$ cat config.mk
export PLATFORM = sky130hd
export DESIGN_NAME = scl_loader
export DESIGN_NICKNAME = d
export VERILOG_FILES = /design/src/rtl/scl_pkg.sv /design/src/rtl/scl_loader.sv
export SDC_FILE = /design/constraint.sdc
export NUM_CORES = 1
export LEC_CHECK = 0
export ABC_AREA = 1
export ABC_CLOCK_PERIOD_IN_PS = 2500
export BUFFER_PORTS_ARGS = -buffer_cell sky130_fd_sc_hd__buf_2
export CORE_MARGIN = 1
export CORE_UTILIZATION = 41
export DETAILED_ROUTE_END_ITERATION = 10
export GPL_TIMING_DRIVEN = 0
export PLACE_DENSITY_LB_ADDON = 0.2
export SETUP_SLACK_MARGIN = 0.3
export SYNTH_ARGS = -nofsm -noshare
export SYNTH_HDL_FRONTEND = slang
export SYNTH_SLANG_ARGS = --single-unit
$ cat constraint.sdc
create_clock -name sys_clk -period 2.5 [get_ports sys_clk]
set_clock_uncertainty 0.2 [all_clocks]
set_input_delay 0.25 -clock sys_clk [delete_from_list [all_inputs] [get_ports sys_clk]]
set_output_delay 0.25 -clock sys_clk [all_outputs]
set_load 0.005 [all_outputs]
$ cat src/rtl/scl_pkg.sv
/*
 * constants of the switch configuration loader: timing, strap layout,
 * decode values and register map.
 * assumes one system clock that is also the input port clock.
 */
package scl_pkg;
   // serial line timing, in input port clock periods
   localparam int unsigned BIT_CYCLES  = 5;  // one serial bit
   localparam int unsigned HALF_CYCLES = 2;  // fall to bit centre
   localparam int unsigned CFG_BITS    = 14; // settings per frame
   localparam int unsigned DETECT_DEF  = 16; // window to spot a clock
   // strap / frame layout, msb sent first
   localparam int unsigned SIZE_LSB  = 12;
   localparam int unsigned LOC_LSB   = 8;
   localparam int unsigned COL_LSB   = 5;
   localparam int unsigned SPLIT_BIT = 4;
   localparam int unsigned NOTE_BIT  = 3;
   localparam int unsigned THR_LSB   = 1;
   localparam int unsigned MODE_BIT  = 0;
   // decode values
   localparam logic [6:0] LOW_SPLIT   = 7'h32; // 50 cells
   localparam logic [6:0] HIGH_SPLIT  = 7'h19; // 25 cells
   localparam logic [6:0] SINGLE_Q    = 7'h4b; // 75 cells
   localparam logic [6:0] PCT_20      = 7'h14;
   localparam logic [6:0] PCT_50      = 7'h32;
   localparam logic [6:0] PCT_80      = 7'h50;
   // register byte offsets
   localparam logic [7:0] REG_CTRL    = 8'h00;
   localparam logic [7:0] REG_STATUS  = 8'h04;
   localparam logic [7:0] REG_CONFIG  = 8'h08;
   localparam logic [7:0] REG_DECODE  = 8'h0c;
   localparam logic       SER_IDLE    = 1'b1;  // line level at rest
   // states, gray along reset-detect-load-send-done
   typedef enum logic [3:0] {
      ST_RESET  = 4'h0,
      ST_SETTLE = 4'h1,
      ST_DETECT = 4'h3,
      ST_LOAD   = 4'h2,
      ST_TX     = 4'h6,
      ST_DONE   = 4'h7,
      ST_HUNT   = 4'hb,
      ST_START  = 4'h9,
      ST_RX     = 4'h8
   } scl_state_t;
endpackage : scl_pkg

$ cat src/rtl/scl_loader.sv
/*
 * configuration manager of a 4x4 cell switch element: reset cycle,
 * master/slave detection, strap capture, serial send and receive,
 * decode of the settings, and a wishbone classic register slave.
 * assumes all inputs are synchronous to sys_clk, which is the input
 * port clock; the expansion clock is only sampled, never used as clock.
 */
// The implementer's own choices: the Wishbone register port and the address map.
// Functional notes
// - internal reset synchronous; init follows reset
// - outputs inactive one clock after reset
// - reset cycle ends two clocks later
// - idle expansion clock means master, else slave
// - master captures fourteen straps after reset
// - size code gives width two to five
// - location code picks field start position
// - column code selects group of four columns
// - queue bit: split 50/25 or single 75
// - notify strap enables congestion marking everywhere
// - threshold codes 1-3 map to 20/50/80 percent, code 0 gives 0
// - stream strap high selects utopia mode
// - vendor mode: outputs change on falling edge
// - utopia mode: outputs change on rising edge
// - serial bit lasts five input clocks
// - master sends low start bit first
// - master holds line high after frame
// - slave confirms start low at bit centre
// - slave samples every five clocks after centre
// - slave ignores line once configured
// - reset drives serial output high
// - master ignores its serial input entirely
module scl_loader #(
   parameter int unsigned DETECT_CYCLES = scl_pkg::DETECT_DEF
) (
   input  wire logic        sys_clk,
   input  wire logic        rst_n,
   input  wire logic        expansion_clock,
   input  wire logic [13:0] exp_straps,
   input  wire logic        cfg_serial_in,
   output logic             cfg_serial_out,
   output logic             cfg_valid,
   output logic             is_master,
   output logic [13:0]      cfg_word,
   output logic [2:0]       field_width,
   output logic [4:0]       field_start,
   output logic             field_valid,
   output logic [5:0]       column_first,
   output logic [6:0]       low_queue_cells,
   output logic [6:0]       high_queue_cells,
   output logic             congestion_notify_en,
   output logic [6:0]       threshold_pct,
   output logic             utopia_stream_mode,
   output logic             vendor_stream_mode,
   output logic             out_on_falling,
   input  wire logic [7:0]  wb_adr_i,
   input  wire logic [31:0] wb_dat_i,
   input  wire logic [3:0]  wb_sel_i,
   input  wire logic        wb_we_i,
   input  wire logic        wb_cyc_i,
   input  wire logic        wb_stb_i,
   output logic [31:0]      wb_dat_o,
   output logic             wb_ack_o
);
   localparam int DW = $clog2(DETECT_CYCLES + 1);

   scl_pkg::scl_state_t state;        // sequencer state
   scl_pkg::scl_state_t next_state;
   logic [2:0]          div_cnt;      // clocks within a serial bit
   logic [2:0]          next_div_cnt;
   logic [3:0]          bit_cnt;      // bits sent or received
   logic [3:0]          next_bit_cnt;
   logic [DW-1:0]       det_cnt;      // detection window counter
   logic [DW-1:0]       next_det_cnt;
   logic                exp_q;        // previous expansion clock sample
   logic [13:0]         shift;        // serial shift register
   logic [13:0]         next_shift;
   logic [13:0]         next_cfg_word;
   logic                next_serial_out;
   logic                next_valid;
   logic                next_master;
   logic                reinit;       // software restart request
   logic                exp_edge;

   // start of field over the 20 address bits, zero start with valid bit clear if out of range
   function automatic logic [5:0] scl_field_start(input logic [1:0] size,
                                                  input logic [3:0] loc);
      logic [2:0] w;
      logic [3:0] last;
      w = {1'b0, size} + 3'h2;
      case (size)
         2'h0:    last = 4'h9;
         2'h1:    last = 4'h5;
         2'h2:    last = 4'h4;
         default: last = 4'h3;
      endcase
      if (loc > last)
         scl_field_start = 6'h00;
      else
         scl_field_start = {1'b1, 5'(loc * w)};
   endfunction : scl_field_start

   // a toggle of the sampled expansion clock marks a slave
   assign exp_edge = expansion_clock ^ exp_q;
   // register write to ctrl bit0 restarts the reset cycle
   assign reinit = wb_cyc_i && wb_stb_i && wb_we_i && !wb_ack_o && wb_sel_i[0]
                   && (wb_adr_i == scl_pkg::REG_CTRL) && wb_dat_i[0];

   // sequencer next state
   always_comb
   begin
      next_state      = state;
      next_div_cnt    = div_cnt;
      next_bit_cnt    = bit_cnt;
      next_det_cnt    = det_cnt;
      next_shift      = shift;
      next_cfg_word   = cfg_word;
      next_serial_out = cfg_serial_out;
      next_valid      = cfg_valid;
      next_master     = is_master;
      case (state)
         // first clock after release: still quiet
         scl_pkg::ST_RESET:
         begin
            next_state = scl_pkg::ST_SETTLE;
         end
         // second clock: reset cycle complete after this
         scl_pkg::ST_SETTLE:
         begin
            next_state   = scl_pkg::ST_DETECT;
            next_det_cnt = '0;
         end
         // look for a running expansion clock
         scl_pkg::ST_DETECT:
         begin
            next_det_cnt = det_cnt + DW'(1);
            if (exp_edge)
            begin
               next_state  = scl_pkg::ST_HUNT;
               next_master = 1'b0;
            end
            else if (det_cnt == DW'(DETECT_CYCLES - 1))
            begin
               next_state  = scl_pkg::ST_LOAD;
               next_master = 1'b1;
            end
         end
         // master: parallel strap capture, start bit goes out
         scl_pkg::ST_LOAD:
         begin
            next_cfg_word   = exp_straps;
            next_shift      = exp_straps;
            next_serial_out = 1'b0;
            next_div_cnt    = '0;
            next_bit_cnt    = '0;
            next_valid      = 1'b1;
            next_state      = scl_pkg::ST_TX;
         end
         // master: each level stands five clocks
         scl_pkg::ST_TX:
         begin
            next_div_cnt = div_cnt + 3'h1;
            if (div_cnt == 3'(scl_pkg::BIT_CYCLES - 1))
            begin
               next_div_cnt = '0;
               if (bit_cnt == 4'(scl_pkg::CFG_BITS))
               begin
                  next_serial_out = scl_pkg::SER_IDLE;
                  next_state      = scl_pkg::ST_DONE;
               end
               else
               begin
                  next_serial_out = shift[13];
                  next_shift      = {shift[12:0], 1'b0};
                  next_bit_cnt    = bit_cnt + 4'h1;
               end
            end
         end
         // slave: wait for the line to fall; master never gets here
         scl_pkg::ST_HUNT:
         begin
            next_div_cnt = '0;
            if (!cfg_serial_in)
               next_state = scl_pkg::ST_START;
         end
         // slave: line must stay low up to the bit centre
         scl_pkg::ST_START:
         begin
            next_div_cnt = div_cnt + 3'h1;
            if (cfg_serial_in)
               next_state = scl_pkg::ST_HUNT;
            else if (div_cnt == 3'(scl_pkg::HALF_CYCLES - 1))
            begin
               next_state   = scl_pkg::ST_RX;
               next_div_cnt = '0;
               next_bit_cnt = '0;
            end
         end
         // slave: sample at each following bit centre
         scl_pkg::ST_RX:
         begin
            next_div_cnt = div_cnt + 3'h1;
            if (div_cnt == 3'(scl_pkg::BIT_CYCLES - 1))
            begin
               next_div_cnt = '0;
               next_shift   = {shift[12:0], cfg_serial_in};
               next_bit_cnt = bit_cnt + 4'h1;
               if (bit_cnt == 4'(scl_pkg::CFG_BITS - 1))
               begin
                  next_cfg_word = {shift[12:0], cfg_serial_in};
                  next_valid    = 1'b1;
                  next_state    = scl_pkg::ST_DONE;
               end
            end
         end
         // configured: serial input no longer looked at
         scl_pkg::ST_DONE:
         begin
            next_state = scl_pkg::ST_DONE;
         end
         default:
         begin
            next_state = scl_pkg::ST_RESET;
         end
      endcase
      // a software restart behaves like a reset pulse
      if (reinit)
      begin
         next_state      = scl_pkg::ST_RESET;
         next_cfg_word   = '0;
         next_valid      = 1'b0;
         next_master     = 1'b0;
         next_serial_out = scl_pkg::SER_IDLE;
      end
   end

   // sequencer registers; reset is sampled on the clock
   always_ff @(posedge sys_clk)
   begin
      if (!rst_n)
      begin
         state          <= scl_pkg::ST_RESET;
         div_cnt        <= '0;
         bit_cnt        <= '0;
         det_cnt        <= '0;
         exp_q          <= 1'b0;
         shift          <= '0;
         cfg_word       <= '0;
         cfg_serial_out <= scl_pkg::SER_IDLE;
         cfg_valid      <= 1'b0;
         is_master      <= 1'b0;
      end
      else
      begin
         state          <= next_state;
         div_cnt        <= next_div_cnt;
         bit_cnt        <= next_bit_cnt;
         det_cnt        <= next_det_cnt;
         exp_q          <= expansion_clock;
         shift          <= next_shift;
         cfg_word       <= next_cfg_word;
         cfg_serial_out <= next_serial_out;
         cfg_valid      <= next_valid;
         is_master      <= next_master;
      end
   end

   // decode of the settings; all inactive until configured
   logic [5:0] dec_start;
   logic [2:0] next_width;
   logic [4:0] next_start;
   logic       next_fvalid;
   logic [5:0] next_col;
   logic [6:0] next_lowq;
   logic [6:0] next_highq;
   logic       next_note;
   logic [6:0] next_pct;
   logic       next_uto;
   logic       next_ven;

   always_comb
   begin
      dec_start   = scl_field_start(cfg_word[scl_pkg::SIZE_LSB +: 2],
                                    cfg_word[scl_pkg::LOC_LSB +: 4]);
      next_width  = '0;
      next_start  = '0;
      next_fvalid = 1'b0;
      next_col    = '0;
      next_lowq   = '0;
      next_highq  = '0;
      next_note   = 1'b0;
      next_pct    = '0;
      next_uto    = 1'b0;
      next_ven    = 1'b0;
      if (cfg_valid)
      begin
         next_width  = {1'b0, cfg_word[scl_pkg::SIZE_LSB +: 2]} + 3'h2;
         next_start  = dec_start[4:0];
         next_fvalid = dec_start[5];
         next_col    = {1'b0, cfg_word[scl_pkg::COL_LSB +: 3], 2'b00} + 6'h01;
         // split queue unless the bit disables it
         if (cfg_word[scl_pkg::SPLIT_BIT])
         begin
            next_lowq  = scl_pkg::SINGLE_Q;
            next_highq = '0;
         end
         else
         begin
            next_lowq  = scl_pkg::LOW_SPLIT;
            next_highq = scl_pkg::HIGH_SPLIT;
         end
         next_note = cfg_word[scl_pkg::NOTE_BIT];
         case (cfg_word[scl_pkg::THR_LSB +: 2])
            2'h1:    next_pct = scl_pkg::PCT_20;
            2'h2:    next_pct = scl_pkg::PCT_50;
            2'h3:    next_pct = scl_pkg::PCT_80;
            default: next_pct = '0;
         endcase
         next_uto = cfg_word[scl_pkg::MODE_BIT];
         next_ven = !cfg_word[scl_pkg::MODE_BIT];
      end
   end

   // decode registers, so every output comes from a flip-flop
   always_ff @(posedge sys_clk)
   begin
      if (!rst_n)
      begin
         field_width          <= '0;
         field_start          <= '0;
         field_valid          <= 1'b0;
         column_first         <= '0;
         low_queue_cells      <= '0;
         high_queue_cells     <= '0;
         congestion_notify_en <= 1'b0;
         threshold_pct        <= '0;
         utopia_stream_mode   <= 1'b0;
         vendor_stream_mode   <= 1'b0;
         out_on_falling       <= 1'b0;
      end
      else
      begin
         field_width          <= next_width;
         field_start          <= next_start;
         field_valid          <= next_fvalid;
         column_first         <= next_col;
         low_queue_cells      <= next_lowq;
         high_queue_cells     <= next_highq;
         congestion_notify_en <= next_note;
         threshold_pct        <= next_pct;
         utopia_stream_mode   <= next_uto;
         vendor_stream_mode   <= next_ven;
         out_on_falling       <= next_ven;
      end
   end

   // wishbone: one wait state, unmapped reads give zero
   logic [31:0] next_rdata;
   logic        next_ack;

   always_comb
   begin
      next_ack   = wb_cyc_i && wb_stb_i && !wb_ack_o;
      next_rdata = '0;
      case (wb_adr_i)
         scl_pkg::REG_STATUS: next_rdata = {24'h0, state, 1'b0, is_master, cfg_valid, cfg_serial_out};
         scl_pkg::REG_CONFIG: next_rdata = {18'h0, cfg_word};
         scl_pkg::REG_DECODE: next_rdata = {10'h0, column_first, field_valid, field_start,
                                            field_width, threshold_pct};
         default:             next_rdata = '0;
      endcase
   end

   // bus answer registers
   always_ff @(posedge sys_clk)
   begin
      if (!rst_n)
      begin
         wb_ack_o <= 1'b0;
         wb_dat_o <= '0;
      end
      else
      begin
         wb_ack_o <= next_ack;
         wb_dat_o <= next_rdata;
      end
   end
endmodule : scl_loader

==> impl_results.md <==
* Worst setup path class: reg -> reg
* Grt total ovfl at 0
* Die area at 11,500 um2
* Post-Synth Simple-Gate Area at 25.4%
* Unrepaired setup endpoints after global routing: true
* Worst r2r dst: field_start[4]
* Compound-gate portion of the synthesized area at 14.1%
* Post-synthesis mux area share at 0%
* Arr. time, crit path at 2.23 ns
* Yosys top cell by area: dfxtp_1
* Crit-path leading delay family: adder cells
* Fin crit period at 2.17 ns
* Adder-Cell Fraction of Synth Area at 5.66%
* Asr flop ratio synth at 0%
* Syn. warnings at 0
* Worst-Margin Slew at 0.954 ns
* Die Span Y at 107 um
* NumNets Final at 861
* Worst-path maximum fanout at 10
* Switching share of power at 42.4%
* Worst Path Required at 2.57 ns
* PwrDens at 876 nW/um2
* Reg power frac at 40.2%
* CP startpoint: cfg_word[13]
* Outcome: complete, but fails checks
* Final ANT Viol Nets at 0
* Reg2reg setup slack at 0.33 ns
* # diodes at 0
* Main combinational cell family by area after synthesis: simple AND/OR/NAND/NOR gates
* Routed WL at 11,900 um
* CTS sink count at 91
* F_max at 462 MHz
* Crit. path cell count at 9
* Relative slew slack at 35.9%
* Clock Latency Late Sink at 0.36 ns
* GRT Overall Usage at 20.9%
* Post-synthesis sequential area ratio at 40.0%
* Rows at 38
* Critical path launch point type: flip-flop
* Worst-path cell chain: clkbuf_8 > nand2_1 > o21ai_1 > ha_1 > ha_1 > fa_2 > xnor2_2 > xor2_1 > nor2_1
* Max Cap Viol at 0
* Post-synthesis xor/xnor area fraction at 0.770%
* Max incr delay on CP at 0.37 ns
* Cell mode on critical path: ha_1
* DRT iter0 DRCs at 195
* Hold crit path type: in -> reg
* Largest net degree at the start of global routing at 20
* Synth top cells by count: nor2_1 (114), nand2_1 (100), dfxtp_1 (91)
* Buf/Inv on CP at 1
* Final TNS setup at 0 ns
* Die X-Extent at 107 um
* P_sw at 2.06 mW
* Syn Area/Cell at 7.07 um2
* Final Max Slew Viols at 0
* Reg2Reg Depth at 9
* Hold Startpoint: exp_straps[12]
* Initial core utilization at 42.0%
* Combinational power share at 39.0%
* Pint at 2.80 mW
* Finish-stage setup viols at 0
* Vias/cell at 4.76
* Vias in the first global route at 3,999
* Routability cong. at 0.869
* Clock buffer depth at 2
* Final Hold Viols at 0
* Share of cells above drive strength 1 at 23.4%
* Initial antenna violation count at 0
* H-Tree Depth at 3
* Place WS at 0.140 ns
* Slowest CP cell: dfxtp_4
* Unique cell type count in the Yosys netlist at 33
* Failing checks: DRC
* Port bufs at 99
* DRC at 1
* Post-Syn Instances at 644
* Reg clk slew, reported paths at 0.11 ns
* Worst setup EP type: flip-flop
* Clock Tree Root: clkbuf_8
* FF+latch count, synth at 91
* Clk network pwr share at 20.8%
* WL/cell at 12.9 um
* Area of the mapped netlist at 4550 um2
* Ys flop type: dfxtp_1
* Static Leakage at 2.81 nW
* Crit share post-route at 86.6%
* Via count at 4,388
* Core area at 10,800 um2
* Drt first pass iters at 9
* First-pass GRT wire length at 19,000 um
* Setup Fix Bufs, Post-CTS at 0
* Most common cell in the synthesized netlist: nor2_1
* Number of synthesized flops with an enable pin at 0
* Post-synth top area share at 40.0%
* Top post-synthesis cells by area: dfxtp_1 (40%), nor2_1 (9.4%), nand2_1 (8.2%)
* Crit path to: field_start[4]
* DP Wirelength at 9260 um
* CTS Buf Count at 9
* Reg2Reg Launch Point: cfg_word[13]
* Peak supply drop at 0.447 mV
* IO Pins at 155
* CTS tree: done
* Final setup margin at 0.335 ns
* P&R area growth vs syn at 22.0%
worst min-delay path by stage:
stage	to	slack, ns	cells after the start
finish	shift[12]	0.08	5
global route	det_cnt[2]	0.09	3
CTS	det_cnt[2]	0.05	3
detailed placement	wb_dat_o[14]	0.23	2
global placement	wb_dat_o[15]	0.22	2
floorplan	exp_q	0.14	2
power by group through the flow:
stage	clock, mW	sequential (mW)	combinational (mW)
2_1_floorplan	0	1.92	1.34
3_3_place_gp	0	1.98	1.83
3_5_place_dp	0	1.98	1.87
4_1_cts	1.03	1.95	1.89
5_1_grt	1.10	1.99	2.19
6_report	1.01	1.96	1.90
worst reg2reg max path: stages (launching register included):
cell	delay [ns]
dfxtp_4	0.37
clkbuf_8	0.16
nand2_1	0.05
o21ai_1	0.06
ha_1	0.28
ha_1	0.21
fa_2	0.36
xnor2_2	0.16
xor2_1	0.16
nor2_1	0.06
state kept, by name (all words and copies together) (netlist names):
| signal | count |
|---|---|
| out_on_falling | 1 |
| cfg_valid | 1 |
| field_start | 5 |
| state | 4 |
| threshold_pct | 4 |
| field_valid | 1 |
| bit_cnt | 4 |
| wb_dat_o | 20 |
| field_width | 3 |
| column_first | 4 |
| exp_q | 1 |
| congestion_notify_en | 1 |
| wb_ack_o | 1 |
| shift | 14 |
| low_queue_cells | 2 |
| det_cnt | 5 |
| utopia_stream_mode | 1 |
| cfg_word | 14 |
| is_master | 1 |
| cfg_serial_out | 1 |
| div_cnt | 3 |
final cells by class:
cell class / instances / area, um2
timing repair buffer: 101 / 515
tap: 140 / 175
buffer: 50 / 340
clock inverter: 7 / 73.8
clock buffer: 9 / 124
sequential: 91 / 1830
fill: 1085 / 5290
multi-input combinational: 441 / 2190
inverter: 82 / 308
cells in the final DEF, fill, tap and decap left out, types with 4 or more instances in the layout:
| master | synthesis | routed |
|---|---|---|
| buf_4 | 31 | 31 |
| o211ai_1 | 6 | 6 |
| nand2_1 | 100 | 100 |
| nor2_2 | 3 | 5 |
| o21ai_0 | 58 | 57 |
| ha_1 | 19 | 19 |
| inv_1 | 78 | 78 |
| clkbuf_8 | 0 | 10 |
| nor3_1 | 10 | 10 |
| a21oi_1 | 45 | 44 |
| nand3_1 | 40 | 40 |
| buf_2 | 8 | 107 |
| inv_2 | 4 | 4 |
| clkbuf_1 | 9 | 7 |
| dfxtp_2 | 0 | 4 |
| a32oi_1 | 4 | 4 |
| dfxtp_1 | 91 | 86 |
| conb_1 | 1 | 21 |
| nor2_1 | 114 | 112 |
routing by layer:
layer / vias to the layer above / share of wire (%) / track usage, %
met3: 16 / 5.4 / 3.03
met1: 1964 / 49 / 27.7
met2: 142 / 44 / 34.6
met4: 0 / 1.6 / 7.24
met5: - / 0 / 0
li1: 2266 / - / -
logic make-up (layout without fill, tap and decap cells):
family | Yosys count | after routing
adder cells (fa/ha/maj) | 20 | 20
other | 1 | 21
flip-flops | 91 | 91
AND/OR/NAND/NOR | 277 | 277
AO/OA/AOI/OAI | 119 | 119
XOR/XNOR | 4 | 4
buffers and inverters | 132 | 249
per-stage QoR:
| step | cell area (um2) | hold slack (ns) | utilization (%) | power (mW) | cells |
|---|---|---|---|---|---|
| floorplan | 4630 | 0.143 | - | 3.26 | 664 |
| global placement | 5300 | 0.223 | 48.9 | 3.81 | 903 |
| detailed placement | 5300 | 0.227 | 48.9 | 3.85 | 903 |
| CTS | 5530 | 0.0504 | 51.0 | 4.87 | 921 |
| global route | 5550 | 0.0897 | 51.2 | 5.28 | 921 |
| finish | 5550 | 0.0797 | 51.2 | 4.87 | 921 |
timing repair:
item | in CTS | in global routing
gates cloned | 0 | 0
pin swaps | 1 | 0
gates resized for setup | 5 | 11
hold endpoints to repair | 2 | 0
setup endpoints to repair | 1 | 26
hold buffers | 2 | 0
Note: power is estimated with default switching activity, not from simulation.
